--- src/hw/hls_pkg.sv ---
// Purpose: Shared constants, encodings and state types of the hub lock semaphore.
// Assumes: 32-bit AHB-Lite register access and eight cores sharing one rotating hub slot.
// Notes: Summary of operation is listed below, one line per behaviour.
//
// Summary of operation
// - Release returns lock to free pool.
// - Release zero flag means ID equals zero.
// - Release carry means pool was full before.
// - Release may write ID to the result register.
// - Every operation completes in 7 to 22 cycles.
// - Set forces bit; carry gives prior bit.
// - Set zero flag means ID equals zero.
// - Set writes ID only when asked.
// - Set is instr 000011, source 6.
// - Only lowest 3 destination bits form ID.
// - Clear forces bit zero, source 7, prior bit.
// - Allocate hands out free ID; carry if none.
// - Release is instr 000011, source 5.
package hls_pkg;

    // ------------------------------------------------------------------
    // Register map (byte addresses) and fields
    // ------------------------------------------------------------------
    localparam logic [7:0] HLS_CMD_ADDR = 8'h00;
    localparam logic [7:0] HLS_DEST_ADDR = 8'h04;
    localparam logic [7:0] HLS_STAT_ADDR = 8'h08;
    localparam logic [7:0] HLS_RES_ADDR = 8'h0c;
    localparam logic [7:0] HLS_LOCK_ADDR = 8'h10;

    localparam int HLS_INSTR_LSB = 26;
    localparam int HLS_ZEF_BIT = 25;
    localparam int HLS_CEF_BIT = 24;
    localparam int HLS_REF_BIT = 23;
    localparam int HLS_CORE_LSB = 8;
    localparam int HLS_SRC_LSB = 0;

    localparam logic [5:0] HLS_INSTR_HUB = 6'h03;
    localparam logic [2:0] HLS_SRC_NEW = 3'h4;
    localparam logic [2:0] HLS_SRC_RET = 3'h5;
    localparam logic [2:0] HLS_SRC_SET = 3'h6;
    localparam logic [2:0] HLS_SRC_CLR = 3'h7;

    // ------------------------------------------------------------------
    // Timing: hub access takes a fixed part plus a wait for the slot
    // ------------------------------------------------------------------
    localparam int HLS_HUB_MIN_CYC = 7;
    localparam int HLS_HUB_MAX_CYC = 22;
    localparam int HLS_ROT_CYC = HLS_HUB_MAX_CYC - HLS_HUB_MIN_CYC + 1;
    localparam logic [3:0] HLS_EXEC_CNT = 4'(HLS_HUB_MIN_CYC - 3);
    localparam int HLS_NLOCKS = 8;
    localparam int HLS_IDW = 3;

    typedef enum logic [2:0] {
        HLS_IDLE = 3'b001,
        HLS_WAIT = 3'b010,
        HLS_EXEC = 3'b100
    } hls_phase_t;

    typedef struct packed {
        hls_phase_t phase;
        logic [3:0] slot;
        logic [3:0] cnt;
        logic [2:0] src;
        logic [2:0] core;
        logic zef;
        logic cef;
        logic ref_w;
        logic [31:0] dest;
        logic [31:0] result;
        logic [HLS_NLOCKS-1:0] locks;
        logic [HLS_NLOCKS-1:0] alloc;
        logic zflag;
        logic cflag;
        logic written;
        logic done;
        logic bad;
        logic dsel;
        logic dwrite;
        logic [7:0] daddr;
        logic [31:0] rdata;
    } hls_state_t;

endpackage : hls_pkg

--- src/hw/hls_lock_hub.sv ---
// Purpose: Pool of eight hardware locks with allocate, release, set and clear operations.
// Assumes: Software issues one lock operation at a time through the command register.
// Notes: Zero wait states on the bus; results are read from status and result registers.
//
// Design decisions made here: the AHB-Lite register port and the address map.
`timescale 1ns/1ps

module hls_lock_hub
    import hls_pkg::*;
(
    input wire logic clk,
    input wire logic rst_n,
    input wire logic hsel,
    input wire logic [31:0] haddr,
    input wire logic [1:0] htrans,
    input wire logic hwrite,
    input wire logic [2:0] hsize,
    input wire logic hready,
    input wire logic [31:0] hwdata,
    output logic [31:0] hrdata,
    output logic hreadyout,
    output logic hresp
);

    hls_state_t s_r;
    hls_state_t s_nxt;
    logic [HLS_IDW-1:0] id;
    logic [HLS_IDW-1:0] free_id;
    logic any_free;
    logic legal;
    logic cmd_wr;
    logic [31:0] cmd;

    // ------------------------------------------------------------------
    // Lowest free lock search
    // ------------------------------------------------------------------
    always_comb
    begin
        free_id = '0;
        any_free = 1'b0;
        for (int i = HLS_NLOCKS - 1; i >= 0; i--)
        begin
            if (!s_r.alloc[i])
            begin
                free_id = HLS_IDW'(i);
                any_free = 1'b1;
            end
        end
    end

    assign id = s_r.dest[HLS_IDW-1:0];
    assign cmd = hwdata;
    assign cmd_wr = s_r.dsel && s_r.dwrite && (s_r.daddr == HLS_CMD_ADDR);

    assign legal = (cmd[HLS_INSTR_LSB +: 6] == HLS_INSTR_HUB) && cmd[HLS_SRC_LSB + 2];

    // ------------------------------------------------------------------
    // Next state
    // ------------------------------------------------------------------
    always_comb
    begin
        s_nxt = s_r;
        s_nxt.slot = s_r.slot + 4'h1;

        // Address phase capture; writes land in the following data phase.
        if (hready)
        begin
            s_nxt.dsel = hsel && htrans[1];
            s_nxt.dwrite = hwrite;
            s_nxt.daddr = haddr[7:0];
        end

        // Data-phase writes. The command and destination are locked while busy
        // so a running operation cannot have its operands changed under it.
        if (s_r.dsel && s_r.dwrite && s_r.phase == HLS_IDLE)
        begin
            if (s_r.daddr == HLS_DEST_ADDR)
            begin
                s_nxt.dest = hwdata;
            end
            if (cmd_wr)
            begin
                s_nxt.done = 1'b0;
                s_nxt.bad = !legal;
                s_nxt.src = cmd[HLS_SRC_LSB +: 3];
                s_nxt.core = cmd[HLS_CORE_LSB +: 3];
                s_nxt.zef = cmd[HLS_ZEF_BIT];
                s_nxt.cef = cmd[HLS_CEF_BIT];
                s_nxt.ref_w = cmd[HLS_REF_BIT];
                if (legal)
                begin
                    s_nxt.phase = HLS_WAIT;
                end
            end
        end

        unique case (s_r.phase)
            HLS_IDLE:
            begin
            end
            HLS_WAIT:
            begin
                if (s_r.slot == {s_r.core, 1'b0})
                begin
                    s_nxt.phase = HLS_EXEC;
                    s_nxt.cnt = HLS_EXEC_CNT;
                    s_nxt.written = s_r.ref_w;
                    unique case (s_r.src)
                        HLS_SRC_NEW:
                        begin
                            if (any_free)
                            begin
                                s_nxt.alloc[free_id] = 1'b1;
                            end
                            if (s_r.ref_w)
                            begin
                                s_nxt.result = 32'(any_free ? free_id : HLS_IDW'(HLS_NLOCKS - 1));
                            end
                            if (s_r.zef)
                            begin
                                s_nxt.zflag = any_free && (free_id == '0);
                            end
                            if (s_r.cef)
                            begin
                                s_nxt.cflag = !any_free;
                            end
                        end
                        HLS_SRC_RET:
                        begin
                            s_nxt.alloc[id] = 1'b0;
                            if (s_r.cef)
                            begin
                                s_nxt.cflag = &s_r.alloc;
                            end
                        end
                        HLS_SRC_SET:
                        begin
                            s_nxt.locks[id] = 1'b1;
                            if (s_r.cef)
                            begin
                                s_nxt.cflag = s_r.locks[id];
                            end
                        end
                        default:
                        begin
                            s_nxt.locks[id] = 1'b0;
                            if (s_r.cef)
                            begin
                                s_nxt.cflag = s_r.locks[id];
                            end
                        end
                    endcase
                    if (s_r.src != HLS_SRC_NEW)
                    begin
                        if (s_r.zef)
                        begin
                            s_nxt.zflag = (id == '0);
                        end
                        if (s_r.ref_w)
                        begin
                            s_nxt.result = 32'(id);
                        end
                    end
                end
            end
            HLS_EXEC:
            begin
                if (s_r.cnt == 4'h0)
                begin
                    s_nxt.phase = HLS_IDLE;
                    s_nxt.done = 1'b1;
                end
                else
                begin
                    s_nxt.cnt = s_r.cnt - 4'h1;
                end
            end
            default:
            begin
                s_nxt.phase = HLS_IDLE;
            end
        endcase

        // Read data is taken from the updated state, so a read that follows a
        // write back to back already sees the written value.
        s_nxt.rdata = '0;
        if (hready && hsel && htrans[1] && !hwrite)
        begin
            unique case (haddr[7:0])
                HLS_DEST_ADDR: s_nxt.rdata = s_nxt.dest;
                HLS_STAT_ADDR: s_nxt.rdata = {26'h0, s_nxt.bad, s_nxt.written, s_nxt.cflag,
                                              s_nxt.zflag, s_nxt.done, s_nxt.phase != HLS_IDLE};
                HLS_RES_ADDR: s_nxt.rdata = s_nxt.result;
                HLS_LOCK_ADDR: s_nxt.rdata = {16'h0, s_nxt.alloc, s_nxt.locks};
                default: s_nxt.rdata = '0;
            endcase
        end
    end

    // ------------------------------------------------------------------
    // State register
    // ------------------------------------------------------------------
    always_ff @(posedge clk)
    begin
        if (!rst_n)
        begin
            s_r <= '0;
            s_r.phase <= HLS_IDLE;
        end
        else
        begin
            s_r <= s_nxt;
        end
    end

    assign hrdata = s_r.rdata;
    assign hreadyout = 1'b1;
    assign hresp = 1'b0;

    // ------------------------------------------------------------------
    // Checks
    // ------------------------------------------------------------------
    logic [5:0] lat_r;
    always_ff @(posedge clk)
    begin
        if (!rst_n || s_r.phase == HLS_IDLE)
        begin
            lat_r <= 6'h1;
        end
        else
        begin
            lat_r <= lat_r + 6'h1;
        end
    end

    hub_latency_a:
    assert property (@(posedge clk) disable iff (!rst_n)
        $rose(s_r.done) |-> (lat_r >= 6'(HLS_HUB_MIN_CYC) && lat_r <= 6'(HLS_HUB_MAX_CYC)))
        else $error("lock operation latency outside hub window");

    release_frees_a:
    assert property (@(posedge clk) disable iff (!rst_n)
        (s_r.phase == HLS_WAIT && s_r.slot == {s_r.core, 1'b0} && s_r.src == HLS_SRC_RET)
        |=> !s_r.alloc[$past(id)])
        else $error("released lock still allocated");

    release_carry_a:
    assert property (@(posedge clk) disable iff (!rst_n)
        (s_r.phase == HLS_WAIT && s_r.slot == {s_r.core, 1'b0} && s_r.src == HLS_SRC_RET && s_r.cef)
        |=> s_r.cflag == &$past(s_r.alloc))
        else $error("release carry does not match full pool");

    set_prior_a:
    assert property (@(posedge clk) disable iff (!rst_n)
        (s_r.phase == HLS_WAIT && s_r.slot == {s_r.core, 1'b0} && s_r.src == HLS_SRC_SET && s_r.cef)
        |=> s_r.cflag == $past(s_r.locks[id]) && s_r.locks[$past(id)])
        else $error("set did not return prior state or set the bit");

    clear_low_a:
    assert property (@(posedge clk) disable iff (!rst_n)
        (s_r.phase == HLS_WAIT && s_r.slot == {s_r.core, 1'b0} && s_r.src == HLS_SRC_CLR)
        |=> !s_r.locks[$past(id)])
        else $error("clear left the lock bit set");

    zero_flag_a:
    assert property (@(posedge clk) disable iff (!rst_n)
        (s_r.phase == HLS_WAIT && s_r.slot == {s_r.core, 1'b0} && s_r.zef && s_r.src != HLS_SRC_NEW)
        |=> s_r.zflag == ($past(id) == '0))
        else $error("zero flag does not match lock ID");

    no_store_a:
    assert property (@(posedge clk) disable iff (!rst_n)
        (s_r.phase == HLS_WAIT && !s_r.ref_w) |=> $stable(s_r.result))
        else $error("result changed without store effect");

    alloc_unique_a:
    assert property (@(posedge clk) disable iff (!rst_n)
        (s_r.phase == HLS_WAIT && s_r.slot == {s_r.core, 1'b0} && s_r.src == HLS_SRC_NEW && any_free)
        |=> s_r.alloc == ($past(s_r.alloc) | (8'h01 << $past(free_id))))
        else $error("allocate did not claim exactly the lowest free lock");

    release_keeps_a:
    assert property (@(posedge clk) disable iff (!rst_n)
        (s_r.phase == HLS_WAIT && s_r.src == HLS_SRC_RET) |=> $stable(s_r.locks))
        else $error("release changed a lock bit");

endmodule : hls_lock_hub

--- config.mk ---
export PLATFORM = sky130hd
export DESIGN_NAME = hls_lock_hub
export DESIGN_NICKNAME = d
export VERILOG_FILES = /design/src/hw/hls_pkg.sv /design/src/hw/hls_lock_hub.sv
export SDC_FILE = /design/constraint.sdc
export NUM_CORES = 1
export LEC_CHECK = 0
export BUFFER_PORTS_ARGS = -buffer_cell sky130_fd_sc_hd__buf_2
export CORE_MARGIN = 3
export CORE_UTILIZATION = 35
export DETAILED_ROUTE_END_ITERATION = 10
export GPL_TIMING_DRIVEN = 0
export PLACE_DENSITY_LB_ADDON = 0.08
export SLEW_MARGIN = 20
export SYNTH_ARGS = -nofsm -noshare
export SYNTH_HDL_FRONTEND = slang
export SYNTH_SLANG_ARGS = --single-unit
--- constraint.sdc ---
create_clock -name clk -period 2.42 [get_ports clk]
set_input_delay 0 -clock clk [delete_from_list [all_inputs] [get_ports clk]]
set_output_delay 0 -clock clk [all_outputs]
set_load 0.01 [all_outputs]
Word-level counts from Yosys, hierarchy flattened
Cells that the tools add are included.

word-level totals
  bits of input ports = 74
  bits in registers = 147

cells by class
  $lt $le $gt $ge = 4
  multiplexer cells = 56
  add/sub/neg operators = 2
  reductions and logical operators = 24
  bitwise operators = 5
  equal/unequal tests = 17

operators by type and width
  cell                  number
  $mux W32              6
  $pmux W32 S4          1
  $mux W51              2
  $mux W3               14
  $pmux W8 S2           2
  $mux W1               20
  $and A8 B8 Y8         2
  $eq A8 B3 Y1 const B  2
  $eq A8 B4 Y1 const B  2
  $or A8 B8 Y8          2
  $eq A3 B3 Y1 const B  4
  $logic_and A1 B1 Y1   11
  $pmux W3 S3           1
  $eq A8 B5 Y1 const B  1
  $logic_not A8 Y1      1
  $lt A3 B4 Y1 const B  2
  $mux W4               2
  $mux W8               1
  $not A8 Y8            1
  $pmux W4 S2           1
  $reduce_and A8 Y1     1
  $demux W1 S3          2
  $eq A6 B2 Y1 const B  1
  $ge A3 B1 Y1 const B  2
  other kinds (18)      24

Logic depth before layout (Yosys ltp)
Gate-level depths: netlist of the first run.

  word-level depth = 18
  depth in mapped cells = 8
  depth with buffers taken out = 8

Worst setup path before layout of the first run
No wires, ideal clock.

  path kind = reg-to-reg
  start point = reg s_r[140] in the netlist's numbering
  end point = reg s_r (netlist bit hrdata[2])
  library setup time = 0.124 ns
  stages on the path, launching flop included = 7
  clock period less this slack = 2.030 ns
  arrival = 1.906 ns
  path slack = 0.390 ns
  cells stage by stage = dfxtp_1 or4b_1 nor4_4 nand2_1 mux2_1 a221oi_1 o22ai_1

on the way
  longest elaborated chain between the ends = 4

RTL lines
  element                 line                 text
  start, declared         hls_lock_hub.sv:25   hls_state_t s_r;
  start signal, assigned  hls_lock_hub.sv:212  s_r <= s_nxt;
  $eq A4 B4 Y1            hls_lock_hub.sv:103  if (s_r.slot == {s_r.core, 1'b0})
  $mux W51                hls_lock_hub.sv:103
  $mux W51                hls_lock_hub.sv:97   unique case (s_r.phase)
  $pmux W32 S4            hls_lock_hub.sv:189  unique case (haddr[7:0])

No other way between the ends.
A chain may end at the register's enable or synchronous reset.

Worst setup path in the final report of the first run
  start point = reg s_r[140] in the netlist's numbering
  end point = reg s_r (netlist bit hrdata[7])

The elaborated chain is that of the path after synthesis.

==> results.py, run 1 <==
metrics = {
    "power_and_ir_drop": {
        "ir_drop_mv": 0.433,
        "power_density_nw_per_um2": 684,
        "leakagePower_nw": 3.22,
        "finalPower_mw": 5.40,
    },
    "detailed_routing": {
        "drt_iter0_markers": 229,
        "num_vias": 5186,
        "drt_pass1_iterations": 5,
        "avgRoutedWirePerCell_um": 16.8,
        "post-route-drc-count": 0,
        "antenna_left": 0,
        "vias_per_cell": 4.96,
        "totalWireLength_um": 17500,
    },
    "grt": {
        "grt_overflow_total": 0,
        "gr-usage-met2_pct": 30.9,
        "grt-busiest-layer": "met2",
        "grt_pass1_wl_um": 27100,
        "grt_util_met3_pct": 3.65,
        "grt_use_met1_pct": 25.6,
        "grt_pass1_vias": 4942,
        "grt_usage_pct": 18.9,
        "grt_max_degree": 17,
        "antenna_found_initial": 0,
    },
    "synthesis": {
        "synth_warnings": 0,
        "synth_edf_count": 0,
        "synth_cells": 671,
        "ys_seq_area_share_pct": 48.5,
        "yosysUniqueCellTypes": 60,
        "synthArstFlopShare_pct": 0,
        "synth_fp_nets": 747,
        "ys.flop_type": "dfxtp_1",
        "syn_area_um2": 6070,
        "syn_area_per_cell_um2": 9.04,
        "ys_seq_elements": 147,
    },
    "place": {
        "pre_cts_ws_ps": -279,
        "port_buffers": 77,
        "hpwl_um": 12700,
        "dpl_cell_area_um2": 6730,
        "gp_congestion": 0.890,
    },
    "layout": {
        "nFillCells": 1632,
        "nets": 888,
        "antenna_cells": 0,
        "fin_util_pct": 47.1,
        "area_delta_synth_final_pct": 30.1,
        "drive_above_1_share_pct": 22.9,
        "postLayoutCellArea_um2": 7900,
    },
    "setup_path": {
        "r2r_end": "hrdata[7]",
        "cp-end-kind": "flip-flop",
        "crit_chain": "or4b_4 > nor4_4 > buf_4 > buf_4 > and2_1 > a21oi_1 > a221oi_1 > nor2_1",
        "crit_slowest_cell": "or4b_4",
        "cpMostUsedCell": "buf_4",
        "cp-start-kind": "flip-flop",
        "crit_path_max_fanout": 10,
        "worst-path-buf-inv": 2,
        "cp_data_arrival_time_ps": 2600,
        "regToRegSetupSlack_ps": 110,
        "reg2reg_depth": 8,
        "path_class": "flip-flop to flip-flop",
        "critical_path.top_delay_family": "simple AND/OR/NAND/NOR gates",
        "cpPeakStageDelay_ps": 550,
        "worstReg2RegStart": "s_r[140]",
        "critical_path_required_ps": 2710,
    },
    "timing": {
        "skew_ps": 6.97,
        "setup_tns_ps": 0,
        "setup_viol": 0,
        "min_period_ps": 2310,
        "setup_ws_ps": 106,
        "grt_setup_unrepaired": "no",
        "slew_viol_final": 0,
        "fmax_ghz": 0.432,
        "slew_headroom_pct": 52.7,
        "min_period_over_period_pct": 95.6,
        "finalHoldViolations": 0,
        "tightest_slew_ps": 710,
    },
    "clocking": {
        "cts_root_buf": "clkbuf_16",
        "worst_skew_pair.late_latency_ps": 420,
        "cts_tree": "yes",
        "cts_buffers": 17,
        "cts_buffer_depth": 2,
        "cts_htree_levels": 4,
        "clk_pin_slew_ps": 60,
        "clock-sinks": 147,
    },
    "floorplanning": {
        "chipWidth_um": 138,
        "initial_core_util_pct": 36.2,
        "num_rows": 47,
        "die_h_um": 138,
        "ioPinCount": 108,
        "core_um2": 16800,
        "dieArea_um2": 19000,
    },
    "min_path": {
        "hold_path.class": "input pin to flip-flop",
        "min_to": "hrdata[2]",
        "min_from": "hready",
        "min_path_cells": 5,
    },
    "job": {
        "drv_cap": 0,
    },
    "run_status": {
        "outcome": "finished, final reports clean",
    },
}
## worst max path at each step
stage / endpoint / from / slack, ps / depth (start not counted)
2_1_floorplan: hrdata[2] / s_r[140] / 390 / 6
3_3_place_gp: hrdata[9] / s_r[145] / -290 / 7
3_5_place_dp: hrdata[9] / s_r[145] / -280 / 7
4_1_cts: hrdata[11] / s_r[132] / 5 / 6
5_1_grt: hrdata[11] / s_r[132] / 8 / 6
6_report: hrdata[7] / s_r[140] / 110 / 8
## worst min-delay path: stages
cell and delay [ps]:
buf_2 110, nand2_1 60, nor3_1 100, nand2_1 120
o22ai_2 90
## stage by stage
stage	hold WS [ps]	cells
2_1_floorplan	147	671
3_3_place_gp	257	968
3_5_place_dp	265	968
4_1_cts	114	1046
5_1_grt	150	1045
6_report	121	1045
## final cells by class
class	instances	area (µm²)	share of cell area [%]
buffer	73	425	5.39
clock buffer	19	453	5.74
clock inverter	13	163	2.06
inverter	12	45.0	0.571
multi-input combinational	437	2740	34.7
sequential	147	2950	37.3
tap	220	275	3.49
timing repair buffer	124	848	10.7
## placed cells by master, fill, tap and decap left out, types with 3 or more instances in the layout
| cell type | n |
|---|---|
| o211ai_1 | 3 |
| dfxtp_1 | 143 |
| mux2i_1 | 52 |
| nand2_1 | 20 |
| inv_6 | 4 |
| nor3_1 | 11 |
| and3b_1 | 3 |
| and3_1 | 34 |
| buf_2 | 83 |
| xnor2_1 | 3 |
| a21oi_1 | 42 |
| nand4_1 | 3 |
| o21ai_0 | 9 |
| and2_1 | 18 |
| a221oi_1 | 7 |
| a31oi_1 | 9 |
| inv_1 | 11 |
| dlygate4sd3_1 | 44 |
| nand3_1 | 6 |
| a21o_1 | 6 |
| nor2_1 | 128 |
| clkinv_4 | 3 |
| dfxtp_2 | 4 |
| o22ai_1 | 3 |
| or3b_2 | 4 |
| nand2b_1 | 9 |
| buf_4 | 39 |
| inv_8 | 3 |
| nor2b_1 | 3 |
| clkbuf_1 | 27 |
| nor4_1 | 4 |
| xor2_1 | 4 |
| clkbuf_16 | 17 |
## layer usage
metal / wire length, µm / up-vias
met3: 580 / 15
met2: 8180 / 110
met1: 8560 / 2491
met5: 0 / -
li1: - / 2570
met4: 204 / 0
## Yosys cell counts, drive strengths merged (10+ instances only)
master,count,area share [%]
o21ai,10,0.82
a21oi,43,3.5
buf,45,5.1
and3,34,3.5
nand2,20,1.2
clkbuf,30,1.9
and2,19,2.0
mux2i,53,8.7
inv,12,0.74
nor2,129,8.0
dfxtp,147,48
nor3,12,0.99
## state kept, by name (all words and copies together), names as in the netlist
name    flops
hrdata     32
id          3
s_r       112
## kinds of logic (layout without fill, tap and decap cells)
family          after synthesis  count (layout)  synth area share [%]
simple gates                268             268                  22.4
flops                       147             147                  48.5
compound gates              104             104                  10.9
buf+inv                      87             241                  7.73
mux                          54              54                  8.93
xor+xnor                      7               7                  1.01
fa+ha+maj                     2               2                 0.412
other cells                   2               2                 0.124
## repair_timing
item                                   4_1_cts  5_1_grt
gates resized for setup                      7       19
endpoints found under the hold margin       67        0
cloned                                       0        0
buffers inserted                             3        0
pin swaps                                    1        3
hold buffers                                44        0
setup endpoints to repair                   15       16
## power breakdown
part | internal, mW | switching, mW | total (mW)
logic | 0.107 | 0.107 | 0.214
registers | 2.43 | 0.0105 | 2.44
clock network | 1.61 | 1.13 | 2.74
No activity file was read; power rests on OpenSTA's default activity.
==> run 2, diff against run 1 <==
--- a/config.mk
+++ b/config.mk
@@ -6,7 +6,6 @@
 export NUM_CORES = 1
 export LEC_CHECK = 0
 export BUFFER_PORTS_ARGS = -buffer_cell sky130_fd_sc_hd__buf_2
-export CORE_MARGIN = 3
 export CORE_UTILIZATION = 35
 export DETAILED_ROUTE_END_ITERATION = 10
 export GPL_TIMING_DRIVEN = 0
==> run 2 against run 1 <==
Effect of this change:
- register-to-register slack worse by 30 ps
- critical endpoint is now hrdata[3]
- combinational power about the same
- design area about the same
- via count down 0.62%
- clock power down 3%
- hold slack worse by 24 ps
==> results.py, run 2 (synthesis results as in run 1) <==
metrics = {
    "setup_path": {
        "worstReg2RegStart": "s_r[140]",
        "path_class": "flip-flop to flip-flop",
        "cp-end-kind": "flip-flop",
        "cp_data_arrival_time_ps": 2640,
        "cp-start-kind": "flip-flop",
        "reg2reg_depth": 8,
        "r2r_end": "hrdata[3]",
        "crit_path_max_fanout": 10,
        "regToRegSetupSlack_ps": 70,
        "crit_start": "s_r[140]",
        "critical_path_required_ps": 2710,
    },
    "layout": {
        "regMostFlops": "s_r",
        "final_common_cell": "dfxtp_1",
        "nFillCells": 1636,
        "antenna_cells": 0,
        "final_cell_mix": "145 x dfxtp_1, 129 x nor2_1, 85 x buf_2",
        "drive_above_1_share_pct": 22.8,
        "nets": 888,
        "largest_reg_flops": 112,
        "area_delta_synth_final_pct": 30.1,
    },
    "clocking": {
        "cts_buffer_depth": 2,
        "clk_pin_slew_ps": 60,
        "cts_tree": "yes",
        "clock-sinks": 147,
        "cts_buffers": 17,
        "worst_skew_pair.late_latency_ps": 430,
        "cts_htree_levels": 4,
        "cts_root_buf": "clkbuf_16",
    },
    "run_status": {
        "outcome": "finished, final reports clean",
    },
    "grt": {
        "grt_usage_pct": 20.2,
        "grt_pass1_wl_um": 27200,
        "grt_max_degree": 17,
        "antenna_found_initial": 0,
        "grt_pass1_vias": 5052,
        "grt_overflow_total": 0,
    },
    "detailed_routing": {
        "totalWireLength_um": 17300,
        "antenna_left": 0,
        "drt_iter0_markers": 184,
        "avgRoutedWirePerCell_um": 16.6,
        "post-route-drc-count": 0,
        "drt_pass1_iterations": 4,
        "vias_per_cell": 4.94,
        "num_vias": 5154,
    },
    "floorplanning": {
        "core_um2": 16800,
        "dieArea_um2": 17900,
        "ioPinCount": 108,
        "initial_core_util_pct": 36.2,
        "num_rows": 47,
        "die_h_um": 134,
        "chipWidth_um": 134,
    },
    "timing": {
        "slew_headroom_pct": 51.0,
        "slew_viol_final": 0,
        "setup_tns_ps": 0,
        "tightest_slew_ps": 735,
        "setup_ws_ps": 72.2,
        "min_period_over_period_pct": 97.0,
        "fmax_ghz": 0.426,
        "finalHoldViolations": 0,
        "min_period_ps": 2350,
        "skew_ps": 8.08,
        "setup_viol": 0,
    },
    "min_path": {
        "min_path_cells": 5,
        "min_from": "htrans[1]",
        "hold_path.class": "input pin to flip-flop",
        "min_to": "hrdata[2]",
    },
    "place": {
        "port_buffers": 77,
        "hpwl_um": 12500,
        "pre_cts_ws_ps": -187,
        "gp_congestion": 0.850,
    },
    "power_and_ir_drop": {
        "finalPower_mw": 5.31,
        "power_density_nw_per_um2": 672,
        "leakagePower_nw": 3.22,
        "ir_drop_mv": 0.504,
    },
    "job": {
        "drv_cap": 0,
    },
}
## run 2: what timing repair did
item,4_1_cts,5_1_grt
hold buffers,44,0
endpoints found under the hold margin,66,0
gates cloned,0,0
setup buffers,2,0
setup endpoints to repair,14,21
gates resized for setup,5,24
pin swaps,1,1
## run 2: routing by layer
metal	share of wire, %	GRT usage, %
met1	48	26.6
met2	47	32.5
met3	3.1	3.58
met4	1.8	8.59
met5	0	0
## run 2: layout make-up
type,count,area (µm²),share of cell area (%)
Clock buffer,18,439,5.56
Buffer,74,429,5.43
Inverter,12,45.0,0.570
Sequential cell,147,2950,37.3
Multi-Input combinational cell,437,2770,35.1
Clock inverter,13,150,1.90
Timing Repair Buffer,123,841,10.6
Tap cell,220,275,3.49
## run 2: worst max-delay path by stage
| stage | end | slack [ps] | cells after the start |
|---|---|---|---|
| after floorplan | hrdata[2] | 390 | 6 |
| after global placement | hrdata[9] | -280 | 7 |
| after detailed placement | hrdata[9] | -190 | 7 |
| after CTS | hrdata[10] | 20 | 8 |
| after global routing | hrdata[4] | -20 | 8 |
| final | hrdata[3] | 70 | 8 |
## run 2: metrics by stage
step                instances  hold slack, ps  util [%]  cell area (µm²)
floorplan                 671             147         -             6070
global placement          968             257      40.1             6730
detailed placement        968             264      40.1             6730
CTS                      1045            96.6      46.5             7790
global route             1044             133      47.1             7900
finish                   1044            96.2      47.1             7900
## run 2: critical path: stages (launching register included)
cell and delay, ps:
dfxtp_1 350, or4b_4 570, nor4_4 230, buf_4 200, buf_6 160, nand2_1 70, nor3_1 270, o31ai_1 120
a32o_1 260
## run 2: power breakdown
group / leakage [nW] / switching [mW] / internal (mW)
registers: 1.19 / 0.0115 / 2.43
clock network: 0.283 / 1.09 / 1.56
logic: 1.75 / 0.106 / 0.108
